## src/hw/sie_defs.svh

```systemverilog
// sie_defs.svh - register offsets, field positions, reset values and timing figures
// assumes a 32-bit apb slave with 12-bit byte address and a 200 MHz pclk
`ifndef SIE_DEFS_SVH
`define SIE_DEFS_SVH

// clock rate and documented lamp / muting times, each in its own unit
`define SIE_CLK_HZ        200000000
`define SIE_SLOW_HZ       1
`define SIE_FAST_HZ       10
`define SIE_ALT_HZ        2
`define SIE_SIM_S         4

// register byte offsets
`define SIE_OFF_CTRL      12'h000
`define SIE_OFF_STATE     12'h004
`define SIE_OFF_IRQ_STAT  12'h008
`define SIE_OFF_IRQ_MASK  12'h00c
`define SIE_OFF_INTERF    12'h010

// control register: lamp enable, muting-capable variant
`define SIE_CTRL_W        2
`define SIE_CTRL_RST      2'h3
`define SIE_CTRL_EN_BIT   0
`define SIE_CTRL_MUTE_BIT 1

// interrupt status / mask layout
`define SIE_IRQ_W         3
`define SIE_IRQ_PAT_BIT   0
`define SIE_IRQ_MUTE_BIT  1
`define SIE_IRQ_FAULT_BIT 2
`define SIE_IRQ_MASK_RST  3'h0

// interference info width
`define SIE_INTERF_W      8
`endif

```

## src/hw/sie_pkg.sv

```systemverilog
// sie_pkg.sv - types shared by the status indicator encoder
// assumes sie_defs.svh holds every number; this file holds only types
`default_nettype none
package sie_pkg;

    // lamp patterns, one per displayed receiver condition
    typedef enum logic [3:0] {
        SIE_PAT_OFF,
        SIE_PAT_GREEN,
        SIE_PAT_RED,
        SIE_PAT_ALT_YR,
        SIE_PAT_WHITE,
        SIE_PAT_FLASH_W,
        SIE_PAT_ALT_RW,
        SIE_PAT_SLOW_RED,
        SIE_PAT_FAST_RED,
        SIE_PAT_SLOW_GREEN
    } sie_pat_t;

    // one multicolour lamp, three emitters
    typedef struct packed {
        logic red;
        logic green;
        logic blue;
    } sie_rgb_t;

    // receiver state as delivered by the sequencer logic
    typedef struct packed {
        logic safe_out_on;   // requested safety switching output
        logic interlock;     // restart interlock locked
        logic muting_active; // muting sequence in progress
        logic muting_valid;  // muting condition valid
        logic mute_timeout;  // muting time limit exceeded
        logic device_err;
        logic wiring_err;
        logic internal_err;
        logic weak_signal;
    } sie_state_t;

endpackage
`default_nettype wire

```

## src/hw/sie_flash_gen.sv

```systemverilog
// sie_flash_gen.sv - free running flash phase divider
// assumes one pclk domain; phase toggles every HALF cycles
`timescale 1ns/1ps
`default_nettype none
module sie_flash_gen #(
    parameter int unsigned HALF = 100000000
) (
    input  wire logic pclk,
    input  wire logic presetn,
    output logic      phase
);
    logic [31:0] cnt_r; // cycles into current half period

    // count one half period, then flip the phase
    always_ff @(posedge pclk or negedge presetn) begin
        if (!presetn) begin
            cnt_r <= 32'h0;
            phase <= 1'b0;
        end else if (cnt_r == 32'(HALF - 1)) begin
            cnt_r <= 32'h0;
            phase <= ~phase;
        end else begin
            cnt_r <= cnt_r + 32'h1;
        end
    end
endmodule
`default_nettype wire

```

## src/hw/sie_mute_check.sv

```systemverilog
// sie_mute_check.sv - simultaneity check of the two muting signals
// assumes muting signals already synchronous to pclk
`timescale 1ns/1ps
`default_nettype none
module sie_mute_check #(
    parameter int unsigned SIM_CYC = 800000000
) (
    input  wire logic pclk,
    input  wire logic presetn,
    input  wire logic sig_a,
    input  wire logic sig_b,
    output logic      sim_err,
    output logic      err_pulse
);
    typedef enum logic [1:0] {SIE_MC_IDLE, SIE_MC_WAIT, SIE_MC_BOTH, SIE_MC_ERR} sie_mc_t;
    sie_mc_t     st_r;  // checker state
    logic [31:0] cnt_r; // cycles since first signal came

    // first signal starts the window, the second must follow inside it
    always_ff @(posedge pclk or negedge presetn) begin
        if (!presetn) begin
            st_r      <= SIE_MC_IDLE;
            cnt_r     <= 32'h0;
            err_pulse <= 1'b0;
        end else begin
            err_pulse <= 1'b0;
            unique case (st_r)
                SIE_MC_IDLE: begin
                    cnt_r <= 32'h0;
                    if (sig_a && sig_b)      st_r <= SIE_MC_BOTH;
                    else if (sig_a || sig_b) st_r <= SIE_MC_WAIT;
                end
                SIE_MC_WAIT: begin
                    cnt_r <= cnt_r + 32'h1;
                    if (sig_a && sig_b) begin
                        st_r <= SIE_MC_BOTH;
                    end else if (!(sig_a || sig_b)) begin
                        st_r <= SIE_MC_IDLE; // withdrawn, no error
                    end else if (cnt_r == 32'(SIM_CYC - 1)) begin
                        st_r      <= SIE_MC_ERR;
                        err_pulse <= 1'b1;
                    end
                end
                // error holds until both signals fall, so the lamp stays readable
                SIE_MC_BOTH, SIE_MC_ERR: begin
                    if (!(sig_a || sig_b)) st_r <= SIE_MC_IDLE;
                end
            endcase
        end
    end

    assign sim_err = (st_r == SIE_MC_ERR);
endmodule
`default_nettype wire

```

## src/hw/sie_top.sv

```systemverilog
// sie_top.sv - status indicator encoder for a light-beam safety receiver
// assumes an apb master on pclk, receiver state synchronous to pclk
//
// Functional notes
// green steady: output on, no muting, healthy
// red steady: output off, nothing else pending
// interlock locked: yellow/red alternate, operator resets
// muting variant: white steady, on, muting valid
// on with muting error: white flashing
// off with muting error: red/white alternate
// muting signals over 4 s apart: error
// muting timeout counts as muting error
// device/wiring error: output off, red 1 Hz
// internal error: output off, red 10 Hz
// on with weak signal: green 1 Hz
// interference info readable by fieldbus master
//
// The register addresses and the APB interface to the registers were left to the implementer.
`timescale 1ns/1ps
`include "sie_defs.svh"
`default_nettype none
module sie_top
    import sie_pkg::*;
#(
    parameter int unsigned SLOW_HALF = `SIE_CLK_HZ / (2 * `SIE_SLOW_HZ),
    parameter int unsigned FAST_HALF = `SIE_CLK_HZ / (2 * `SIE_FAST_HZ),
    parameter int unsigned ALT_HALF  = `SIE_CLK_HZ / (2 * `SIE_ALT_HZ),
    parameter int unsigned SIM_CYC   = `SIE_SIM_S * `SIE_CLK_HZ
) (
    input  wire logic                     pclk,
    input  wire logic                     presetn,
    input  wire logic                     psel,
    input  wire logic                     penable,
    input  wire logic                     pwrite,
    input  wire logic [11:0]              paddr,
    input  wire logic [31:0]              pwdata,
    output logic      [31:0]              prdata,
    output logic                          pready,
    output logic                          pslverr,
    input  wire sie_state_t               rx_state,
    input  wire logic                     mute_sig_a,
    input  wire logic                     mute_sig_b,
    input  wire logic [`SIE_INTERF_W-1:0] interf_info,
    input  wire logic                     param_rd,
    output logic [`SIE_INTERF_W-1:0]      interference_info_parameter,
    output logic                          param_valid,
    output sie_rgb_t                      lamp,
    output logic                          safety_switching_output,
    output logic                          irq
);
    localparam sie_rgb_t COL_OFF    = '{1'b0, 1'b0, 1'b0};
    localparam sie_rgb_t COL_RED    = '{1'b1, 1'b0, 1'b0};
    localparam sie_rgb_t COL_GREEN  = '{1'b0, 1'b1, 1'b0};
    localparam sie_rgb_t COL_YELLOW = '{1'b1, 1'b1, 1'b0};
    localparam sie_rgb_t COL_WHITE  = '{1'b1, 1'b1, 1'b1};

    // registers
    logic [`SIE_CTRL_W-1:0]    ctrl_r;      // lamp enable, muting variant
    logic [`SIE_IRQ_W-1:0]     irq_stat_r;  // sticky events
    logic [`SIE_IRQ_W-1:0]     irq_mask_r;  // event enables
    logic [`SIE_IRQ_W-1:0]     irq_stat_nxt;
    logic [`SIE_INTERF_W-1:0]  interf_r;    // latest interference info
    sie_pat_t                  pat_r;       // shown pattern
    sie_pat_t                  pat_nxt;
    sie_rgb_t                  lamp_r;
    sie_rgb_t                  lamp_nxt;
    logic                      ss_out_r;    // safety switching output
    logic                      fault_d_r;   // fault seen last cycle
    logic [31:0]               prdata_r;
    logic [31:0]               rd_nxt;
    logic                      pready_r;
    logic                      pslverr_r;
    logic                      irq_r;
    logic [`SIE_INTERF_W-1:0]  param_data_r;
    logic                      param_valid_r;

    // helper terms
    logic                      slow_ph;     // 1 Hz phase
    logic                      fast_ph;     // 10 Hz phase
    logic                      alt_ph;      // alternate phase
    logic                      sim_err;     // simultaneity error held
    logic                      sim_pulse;   // simultaneity error event
    logic                      any_fault;
    logic                      dev_fault;
    logic                      mute_var;
    logic                      lamp_en;
    logic                      mute_err;
    logic                      mute_on;
    logic                      addr_ok;
    logic                      setup_ph;
    logic                      wr_acc;
    logic [`SIE_IRQ_W-1:0]     irq_ev;
    logic [`SIE_IRQ_W-1:0]     irq_clr;

    // flash phase dividers, free running so patterns look steady
    sie_flash_gen #(.HALF(SLOW_HALF)) u_slow (
        .pclk    (pclk),
        .presetn (presetn),
        .phase   (slow_ph)
    );
    sie_flash_gen #(.HALF(FAST_HALF)) u_fast (
        .pclk    (pclk),
        .presetn (presetn),
        .phase   (fast_ph)
    );
    sie_flash_gen #(.HALF(ALT_HALF)) u_alt (
        .pclk    (pclk),
        .presetn (presetn),
        .phase   (alt_ph)
    );

    // muting simultaneity watchdog
    sie_mute_check #(.SIM_CYC(SIM_CYC)) u_mute (
        .pclk      (pclk),
        .presetn   (presetn),
        .sig_a     (mute_sig_a),
        .sig_b     (mute_sig_b),
        .sim_err   (sim_err),
        .err_pulse (sim_pulse)
    );

    // condition decode
    assign dev_fault = rx_state.device_err | rx_state.wiring_err;
    assign any_fault = dev_fault | rx_state.internal_err;
    assign mute_var  = ctrl_r[`SIE_CTRL_MUTE_BIT];
    assign lamp_en   = ctrl_r[`SIE_CTRL_EN_BIT];
    // timeout, late second signal or an invalid condition all read as error
    assign mute_err  = sim_err | rx_state.mute_timeout
                     | (rx_state.muting_active & ~rx_state.muting_valid);
    assign mute_on   = rx_state.muting_active & rx_state.muting_valid;

    // pattern selection, faults first so a broken unit never looks healthy
    always_comb begin
        pat_nxt = SIE_PAT_RED;
        if (rx_state.internal_err) begin
            pat_nxt = SIE_PAT_FAST_RED;
        end else if (dev_fault) begin
            pat_nxt = SIE_PAT_SLOW_RED;
        end else if (rx_state.interlock) begin
            pat_nxt = SIE_PAT_ALT_YR;
        end else if (mute_var && mute_err) begin
            pat_nxt = rx_state.safe_out_on ? SIE_PAT_FLASH_W : SIE_PAT_ALT_RW;
        end else if (mute_var && mute_on && rx_state.safe_out_on) begin
            pat_nxt = SIE_PAT_WHITE;
        end else if (rx_state.safe_out_on && rx_state.weak_signal) begin
            pat_nxt = SIE_PAT_SLOW_GREEN;
        end else if (rx_state.safe_out_on) begin
            pat_nxt = SIE_PAT_GREEN;
        end else begin
            pat_nxt = SIE_PAT_RED;
        end
    end

    // pattern to colour, phases pick the half of each flash or alternation
    always_comb begin
        lamp_nxt = COL_OFF;
        unique case (pat_r)
            SIE_PAT_OFF:        lamp_nxt = COL_OFF;
            SIE_PAT_GREEN:      lamp_nxt = COL_GREEN;
            SIE_PAT_RED:        lamp_nxt = COL_RED;
            SIE_PAT_ALT_YR:     lamp_nxt = alt_ph ? COL_YELLOW : COL_RED;
            SIE_PAT_WHITE:      lamp_nxt = COL_WHITE;
            SIE_PAT_FLASH_W:    lamp_nxt = alt_ph ? COL_WHITE : COL_OFF;
            SIE_PAT_ALT_RW:     lamp_nxt = alt_ph ? COL_RED : COL_WHITE;
            SIE_PAT_SLOW_RED:   lamp_nxt = slow_ph ? COL_RED : COL_OFF;
            SIE_PAT_FAST_RED:   lamp_nxt = fast_ph ? COL_RED : COL_OFF;
            SIE_PAT_SLOW_GREEN: lamp_nxt = slow_ph ? COL_GREEN : COL_OFF;
            default:            lamp_nxt = COL_RED; // illegal code shows red, never green
        endcase
    end

    // pattern and lamp registers; lamp dark while software disables it
    always_ff @(posedge pclk or negedge presetn) begin
        if (!presetn) begin
            pat_r  <= SIE_PAT_OFF;
            lamp_r <= COL_OFF;
        end else begin
            pat_r  <= pat_nxt;
            lamp_r <= lamp_en ? lamp_nxt : COL_OFF;
        end
    end

    // safety switching output forced off by any fault, whatever software says
    always_ff @(posedge pclk or negedge presetn) begin
        if (!presetn) begin
            ss_out_r <= 1'b0;
        end else begin
            ss_out_r <= rx_state.safe_out_on & ~any_fault;
        end
    end

    // interference info capture and fieldbus parameter port
    always_ff @(posedge pclk or negedge presetn) begin
        if (!presetn) begin
            interf_r      <= '0;
            param_data_r  <= '0;
            param_valid_r <= 1'b0;
        end else begin
            interf_r      <= interf_info;
            param_valid_r <= param_rd;
            if (param_rd) begin
                param_data_r <= interf_r;
            end
        end
    end

    // apb decode: answer in the first access cycle
    assign addr_ok  = (paddr == `SIE_OFF_CTRL) || (paddr == `SIE_OFF_STATE)
                   || (paddr == `SIE_OFF_IRQ_STAT) || (paddr == `SIE_OFF_IRQ_MASK)
                   || (paddr == `SIE_OFF_INTERF);
    assign setup_ph = psel & ~penable;
    assign wr_acc   = psel & penable & pready_r & pwrite & ~pslverr_r;

    // read mux, sampled at the setup edge
    always_comb begin
        rd_nxt = 32'h0;
        unique case (paddr)
            `SIE_OFF_CTRL:     rd_nxt = {30'h0, ctrl_r};
            `SIE_OFF_STATE:    rd_nxt = {13'h0, pat_r, 1'b0, lamp_r, ss_out_r, sim_err, rx_state};
            `SIE_OFF_IRQ_STAT: rd_nxt = {29'h0, irq_stat_r};
            `SIE_OFF_IRQ_MASK: rd_nxt = {29'h0, irq_mask_r};
            `SIE_OFF_INTERF:   rd_nxt = {24'h0, interf_r};
            default:           rd_nxt = 32'h0; // unmapped reads zero
        endcase
    end

    // bus handshake and read data; unmapped address answers with slverr
    always_ff @(posedge pclk or negedge presetn) begin
        if (!presetn) begin
            pready_r  <= 1'b0;
            pslverr_r <= 1'b0;
            prdata_r  <= 32'h0;
        end else begin
            pready_r  <= setup_ph;
            pslverr_r <= setup_ph & ~addr_ok;
            if (setup_ph && !pwrite) begin
                prdata_r <= rd_nxt;
            end
        end
    end

    // control and mask writes take effect at the completing edge
    always_ff @(posedge pclk or negedge presetn) begin
        if (!presetn) begin
            ctrl_r     <= `SIE_CTRL_RST;
            irq_mask_r <= `SIE_IRQ_MASK_RST;
        end else if (wr_acc) begin
            if (paddr == `SIE_OFF_CTRL)     ctrl_r     <= pwdata[`SIE_CTRL_W-1:0];
            if (paddr == `SIE_OFF_IRQ_MASK) irq_mask_r <= pwdata[`SIE_IRQ_W-1:0];
        end
    end

    // events: pattern change, muting window miss, fault onset
    always_comb begin
        irq_ev                     = '0;
        irq_ev[`SIE_IRQ_PAT_BIT]   = (pat_nxt != pat_r);
        irq_ev[`SIE_IRQ_MUTE_BIT]  = sim_pulse;
        irq_ev[`SIE_IRQ_FAULT_BIT] = any_fault & ~fault_d_r;
        irq_clr                    = (wr_acc && paddr == `SIE_OFF_IRQ_STAT) ? pwdata[`SIE_IRQ_W-1:0] : '0;
        // set wins so an event in the clearing cycle is kept
        irq_stat_nxt               = (irq_stat_r & ~irq_clr) | irq_ev;
    end

    // sticky status and level interrupt, one cycle behind the status
    always_ff @(posedge pclk or negedge presetn) begin
        if (!presetn) begin
            irq_stat_r <= '0;
            fault_d_r  <= 1'b0;
            irq_r      <= 1'b0;
        end else begin
            irq_stat_r <= irq_stat_nxt;
            fault_d_r  <= any_fault;
            irq_r      <= |(irq_stat_r & irq_mask_r);
        end
    end

    assign prdata                      = prdata_r;
    assign pready                      = pready_r;
    assign pslverr                     = pslverr_r;
    assign lamp                        = lamp_r;
    assign safety_switching_output     = ss_out_r;
    assign irq                         = irq_r;
    assign interference_info_parameter = param_data_r;
    assign param_valid                 = param_valid_r;
endmodule
`default_nettype wire

```

## config.mk

```make
export PLATFORM = sky130hd
export DESIGN_NAME = sie_top
export DESIGN_NICKNAME = d
export VERILOG_FILES = /design/src/hw/sie_pkg.sv /design/src/hw/sie_flash_gen.sv /design/src/hw/sie_mute_check.sv /design/src/hw/sie_top.sv
export VERILOG_INCLUDE_DIRS = /design/src /design/src/hw
export SDC_FILE = /design/constraint.sdc
export NUM_CORES = 1
export LEC_CHECK = 0
export BUFFER_PORTS_ARGS = -buffer_cell sky130_fd_sc_hd__buf_2
export CELL_PAD_IN_SITES_DETAIL_PLACEMENT = 0
export CELL_PAD_IN_SITES_GLOBAL_PLACEMENT = 1
export CORE_ASPECT_RATIO = 1.1
export CORE_MARGIN = 2
export CORE_UTILIZATION = 45
export CTS_CLUSTER_SIZE = 12
export DETAILED_ROUTE_END_ITERATION = 10
export HOLD_SLACK_MARGIN = 0.08
export PLACE_DENSITY_LB_ADDON = 0.1
export SLEW_MARGIN = 20
export SYNTH_ARGS = -nofsm -noshare
export SYNTH_HDL_FRONTEND = slang
export SYNTH_SLANG_ARGS = --single-unit
```

## constraint.sdc

```tcl
create_clock -name pclk -period 2.15 [get_ports pclk]
set_clock_uncertainty 0.15 [all_clocks]
set_input_delay 0.3225 -clock pclk [delete_from_list [all_inputs] [get_ports pclk]]
set_output_delay 0.3225 -clock pclk [all_outputs]
set_load 0.005 [all_outputs]
```

**After elaboration in Yosys (flattened, before gate mapping)**

Index checks and enable logic that the tools add are counted.
W data, S select, Z words.

- Word-level logic and storage cells: 134
- Bits in registers: 203
- Bits of input ports: 69

- Multiplexer cells: 33
- Reduce and logical (&&, ||, !) cells: 22
- Equality and inequality tests: 23
- $add $sub $neg: 4
- Bitwise operators: 27

Operator list:

| operator | count |
|---|---|
| $add A32 B1 Y32 const B | 4 |
| $mux W32 | 3 |
| $pmux W19 S5 | 1 |
| $pmux W32 S2 | 1 |
| $eq A32 B24 Y1 const B | 1 |
| $eq A32 B26 Y1 const B | 1 |
| $eq A32 B27 Y1 const B | 1 |
| $eq A32 B30 Y1 const B | 1 |
| $pmux W3 S9 | 1 |
| $eq A12 B4 Y1 const B | 2 |
| $mux W4 | 6 |
| $mux W2 | 11 |
| $eq A4 B3 Y1 const B | 4 |
| $mux W3 | 5 |
| $eq A12 B3 Y1 const B | 1 |
| $eq A12 B5 Y1 const B | 1 |
| $logic_not A12 Y1 | 1 |
| $and A1 B1 Y1 | 10 |
| $not A1 Y1 | 9 |
| $eq A4 B4 Y1 const B | 2 |
| $logic_and A1 B1 Y1 | 7 |
| $and A3 B3 Y3 | 2 |
| $pmux W2 S3 | 1 |
| $logic_or A1 B1 Y1 | 5 |
| other kinds (20) | 28 |

**Logic depth before layout (Yosys ltp)**

- Depth in word-level cells: 10
- Mapped depth: 8
- Gate-level depth less buffers: 6

**Modules after synthesis**

Synthesis repeated with hierarchy kept, for this count alone.

- Cell total of the unflattened synthesis: 890
- Area total of the unflattened synthesis: 9,351.5 um^2

By module, submodules not included:

| module | cells each | area an instance (um^2) | instances |
|---|---|---|---|
| sie_top | 202 | 2,471.1 | 1 |
| sie_mute_check | 218 | 2,003.2 | 1 |
| sie_flash_gen (u_slow) | 173 | 1,699.1 | 1 |
| sie_flash_gen (u_fast) | 149 | 1,607.8 | 1 |
| sie_flash_gen (u_alt) | 148 | 1,570.3 | 1 |

**Worst setup path before layout**

Ideal clock, no wire load.

- Kind: input to register
- Start: in paddr[11]
- End: reg prdata_r[9], in the netlist prdata[9]
- Library setup time: 67 ps
- Slack: 202 ps
- Data arrival time: 1,732 ps
- Path buffers: 2
- Cell stages on the path: 7
- Required time: 1,933 ps
- Cells stage by stage: or4_4 -> nor2_4 -> and4b_1 -> buf_4 -> and2_4 -> buf_6 -> a32o_2

- Word-level cells in the longest chain between the ends: 2
- Elaborated cells on any way between the ends: 6
- Classes of those cells: 4 x eq/ne; 1 x mux; 1 x reduce/logical

Ends and longest elaborated chain:

| item | RTL line | source |
|---|---|---|
| start, declared | sie_top.sv:35 | `input wire logic [11:0] paddr,` |
| $eq A12 B5 Y1 (tied with other cells) | sie_top.sv:217 | `unique case (paddr)` |
| $pmux W19 S5 * | sie_top.sv:217 |  |
| end signal, assigned | sie_top.sv:237 | `prdata_r <= rd_nxt;` |
| end, declared | sie_top.sv:69 | `logic [31:0] prdata_r;` |

Mark *: on every way between the ends. The rest lies on a longest branch, timed or not.
A chain may end at the register's enable or synchronous reset.

**Worst setup path after layout**

- Start: reg u_fast.cnt_r[17]
- End: reg u_fast.phase

- Word-level cells in the longest chain between the ends: 1

Ends and longest elaborated chain:

| item | RTL line | source |
|---|---|---|
| start, declared | sie_flash_gen.sv:12 | `logic [31:0] cnt_r;` |
| start signal, assigned | sie_flash_gen.sv:23 | `cnt_r <= cnt_r + 32'h1;` |
| $eq A32 B24 Y1 | sie_flash_gen.sv:19 | `end else if (cnt_r == 32'(HALF - 1)) begin` |
| end signal, assigned | sie_flash_gen.sv:21 | `phase <= ~phase;` |
| end, declared | sie_flash_gen.sv:10 | `output logic phase` |

No other way between the ends.

==> impl_metrics.tcl <==
set metrics [dict create \
    die_h_um 152.4 \
    end_kind "flip-flop" \
    utilization_pct 54.54 \
    hold_viol_final 0 \
    timing.rr.start "u_fast.cnt_r[17]" \
    grt_pass1_wl_mm 33.18 \
    num_rows 54 \
    placed_cells 1208 \
    drv_cap 0 \
    slew_violations 0 \
    tritoncts.num_buffers 17 \
    cts_tree "done" \
    required_ns 2.35 \
    grt.overflow.total 0 \
    die_area_sq_um 21180 \
    timing.hold.ws_ns 0.1050 \
    combinationalPowerShare_pct 6.8 \
    initial_core_util_pct 45.69 \
    antenna_left 0 \
    p_int_w 0.005668 \
    cts.clk_slew.worst_paths_ns 0.07 \
    port_buffers 73 \
    grt_setup_unrepaired "yes" \
    ys_seq_area_share_pct 52.50 \
    pin_count 117 \
    clock-sinks 189 \
    drc_errors 0 \
    instances_no_fill 1260 \
    yosysWarningCount 0 \
    ys_top_cells_by_count "187 x dfrtp_1, 88 x nor2_1, 79 x nand2_1" \
    routed_wl_mm 19.34 \
    cts_htree_levels 4 \
    path_max_fanout 10 \
    min-delay-path-class "primary input to flip-flop" \
    pwr-share-clk_pct 42.9 \
    finalSetupViolations 0 \
    worstHoldStart "rx_state[3]" \
    setup.worst_path.start "u_fast.cnt_r[17]" \
    grt_max_degree 60 \
    critPathKind "flip-flop to flip-flop" \
    synth_top_area_share_pct 51.92 \
    ys_async_sr_fraction_pct 100.0 \
    synthCells 866 \
    seqPwrFrac_pct 50.4 \
    yosysTopAreaCell "dfrtp_1" \
    netlist_area_sq_um 9014 \
    slew_headroom_pct 63.76 \
    synth_enable_flop_cells 0 \
    fmax_mhz 471.0 \
    routabilityCongestion 0.8242 \
    fin_crit_ns 2.123 \
    leakage_nw 4.963 \
    power-per-cell-area_nw_per_um2 684.3 \
    insertion_delay_ns 0.43 \
    power_switching_w 0.001695 \
    start_kind "flip-flop" \
    synth.most_common_cell "dfrtp_1" \
    root_buffer "clkbuf_16" \
    wire_per_inst_um 15.35 \
    period_share_pct 98.75 \
    status "completed" \
    peakVddDrop_uv 507.5 \
    dp_hpwl_mm 13.93 \
    drive_gt1_share_pct 19.74 \
    dieWidth_um 138.9 \
    synth_area_leaders "dfrtp_1 52%, xor2_1 6.1%, xnor2_1 4.1%" \
    drtPass1Iterations 5 \
    fill_cells 1752 \
    grtUsageTotal_pct 18.85 \
    grt_pass1_vias 6757 \
    clock_path_buffers 2 \
    cp.arrival_ns 2.33 \
    synthFlopType "dfrtp_1" \
    diodes 0 \
    num_vias 6738 \
    swShare_pct 23.02 \
    core_sq_um 19730 \
    antenna_found_initial 0 \
    synth_seq_cells 189 \
    syn_area_per_cell_sq_um 10.41 \
    nets 1070 \
    initialDrtViolationCount 316 \
    drt-vias-per-instance 5.348 \
    syn_to_final_growth_pct 19.38 \
    worst_pin_slew_ns 0.5378 \
    ys_types 73 \
]
==> path summary, 6_finish.rpt <==
check                      depth (start not counted)  slack, ns              end
setup / recovery                                   6       0.03     u_fast.phase
hold / removal                                     3       0.11        fault_d_r
setup reg to reg                                   6       0.03     u_fast.phase
hold reg to reg                                    1       0.26    irq_stat_r[2]
max in group asynchronous                          3       0.90        ctrl_r[0]
min in group asynchronous                          2       0.27  u_mute.cnt_r[1]
==> registers in the layout, summed over array words and instances, names as in the netlist, 4 cells and up <==
register,flops
interf_r,8
interference_info_parameter,8
pat_r,4
prdata,18
u_alt.cnt_r,32
u_fast.cnt_r,32
u_mute.cnt_r,32
u_slow.cnt_r,32
==> through the flow <==
step	worst slack (ns)	setup TNS, ns	area, sq um	total power [W]
4_1_cts	0.01007	0	10680	0.007467
3_5_place_dp	-0.07327	-0.2395	9891	0.004254
2_1_floorplan	0.2017	0	9062	0.004021
3_3_place_gp	-0.02368	-0.07252	9891	0.004240
6_report	0.02696	0	10760	0.007363
5_1_grt	-0.05485	-0.1005	10760	0.007679
==> power by group through the flow <==
stage	Sequential [W]	Combinational, W	Clock [W]
6_report	0.00371	0.000499	0.00316
5_1_grt	0.00372	0.000564	0.00340
4_1_cts	0.00371	0.000508	0.00325
3_5_place_dp	0.00377	0.000480	0
3_3_place_gp	0.00377	0.000469	0
2_1_floorplan	0.00375	0.000269	0
==> cells by family after synthesis <==
group	after synthesis	synth area share, %
adder cells (fa/ha/maj)	6	0.8328
AO/OA/AOI/OAI	88	6.733
flip-flops	189	52.50
buffers and inverters	59	3.248
AND/OR/NAND/NOR	397	23.90
other	1	0.04160
multiplexers	21	2.540
XOR/XNOR	105	10.20
==> layout by cell type (no fill, tap or decap), drive strengths merged, types with 7 or more instances in the layout <==
cell type	n
and4	7
nor2b	9
and3	13
xnor2	42
a22oi	8
clkbuf	23
buf	115
a21oi	13
dfrtp	187
nor3	36
and2	11
nor2	92
o21ai	21
conb	14
inv	22
nor4	23
a22o	14
mux2	15
nand3	50
nand2	79
xor2	63
dlygate4sd3	19
nand4	45
==> critical path, stage by stage, from the launching register on <==
cell and delay (ns):
dfrtp_1 0.40, or4b_4 0.56, nor4_4 0.27, nand4_4 0.21, nor2_4 0.19, buf_12 0.14
xor2_1 0.13
==> routing by layer <==
layer,up-vias,GRT usage (%),wire length [um]
met1,3316,25.42,9137
met4,0,4.714,208
met2,112,31.32,9317
met5,-,0,0
met3,18,3.960,673
li1,3292,-,-
==> area by class of cell <==
cell class | count | area, sq um | area share, %
multi-input cells | 631 | 4093 | 38.03
flip-flops and latches | 189 | 4733 | 43.99
clock buffers | 22 | 484.2 | 4.500
well taps | 252 | 315.3 | 2.930
clock inverters | 10 | 111.4 | 1.035
repair buffers | 135 | 944.7 | 8.779
inverters | 21 | 78.83 | 0.7326
==> timing repair <==
action | 4_1_cts | 5_1_grt
endpoints found under the hold margin | 81 | 0
setup endpoints to repair | 0 | 32
resized for setup | 0 | 12
hold buffers | 19 | 0
setup buffers | 0 | 1
No activity file was read; power rests on OpenSTA's default activity.
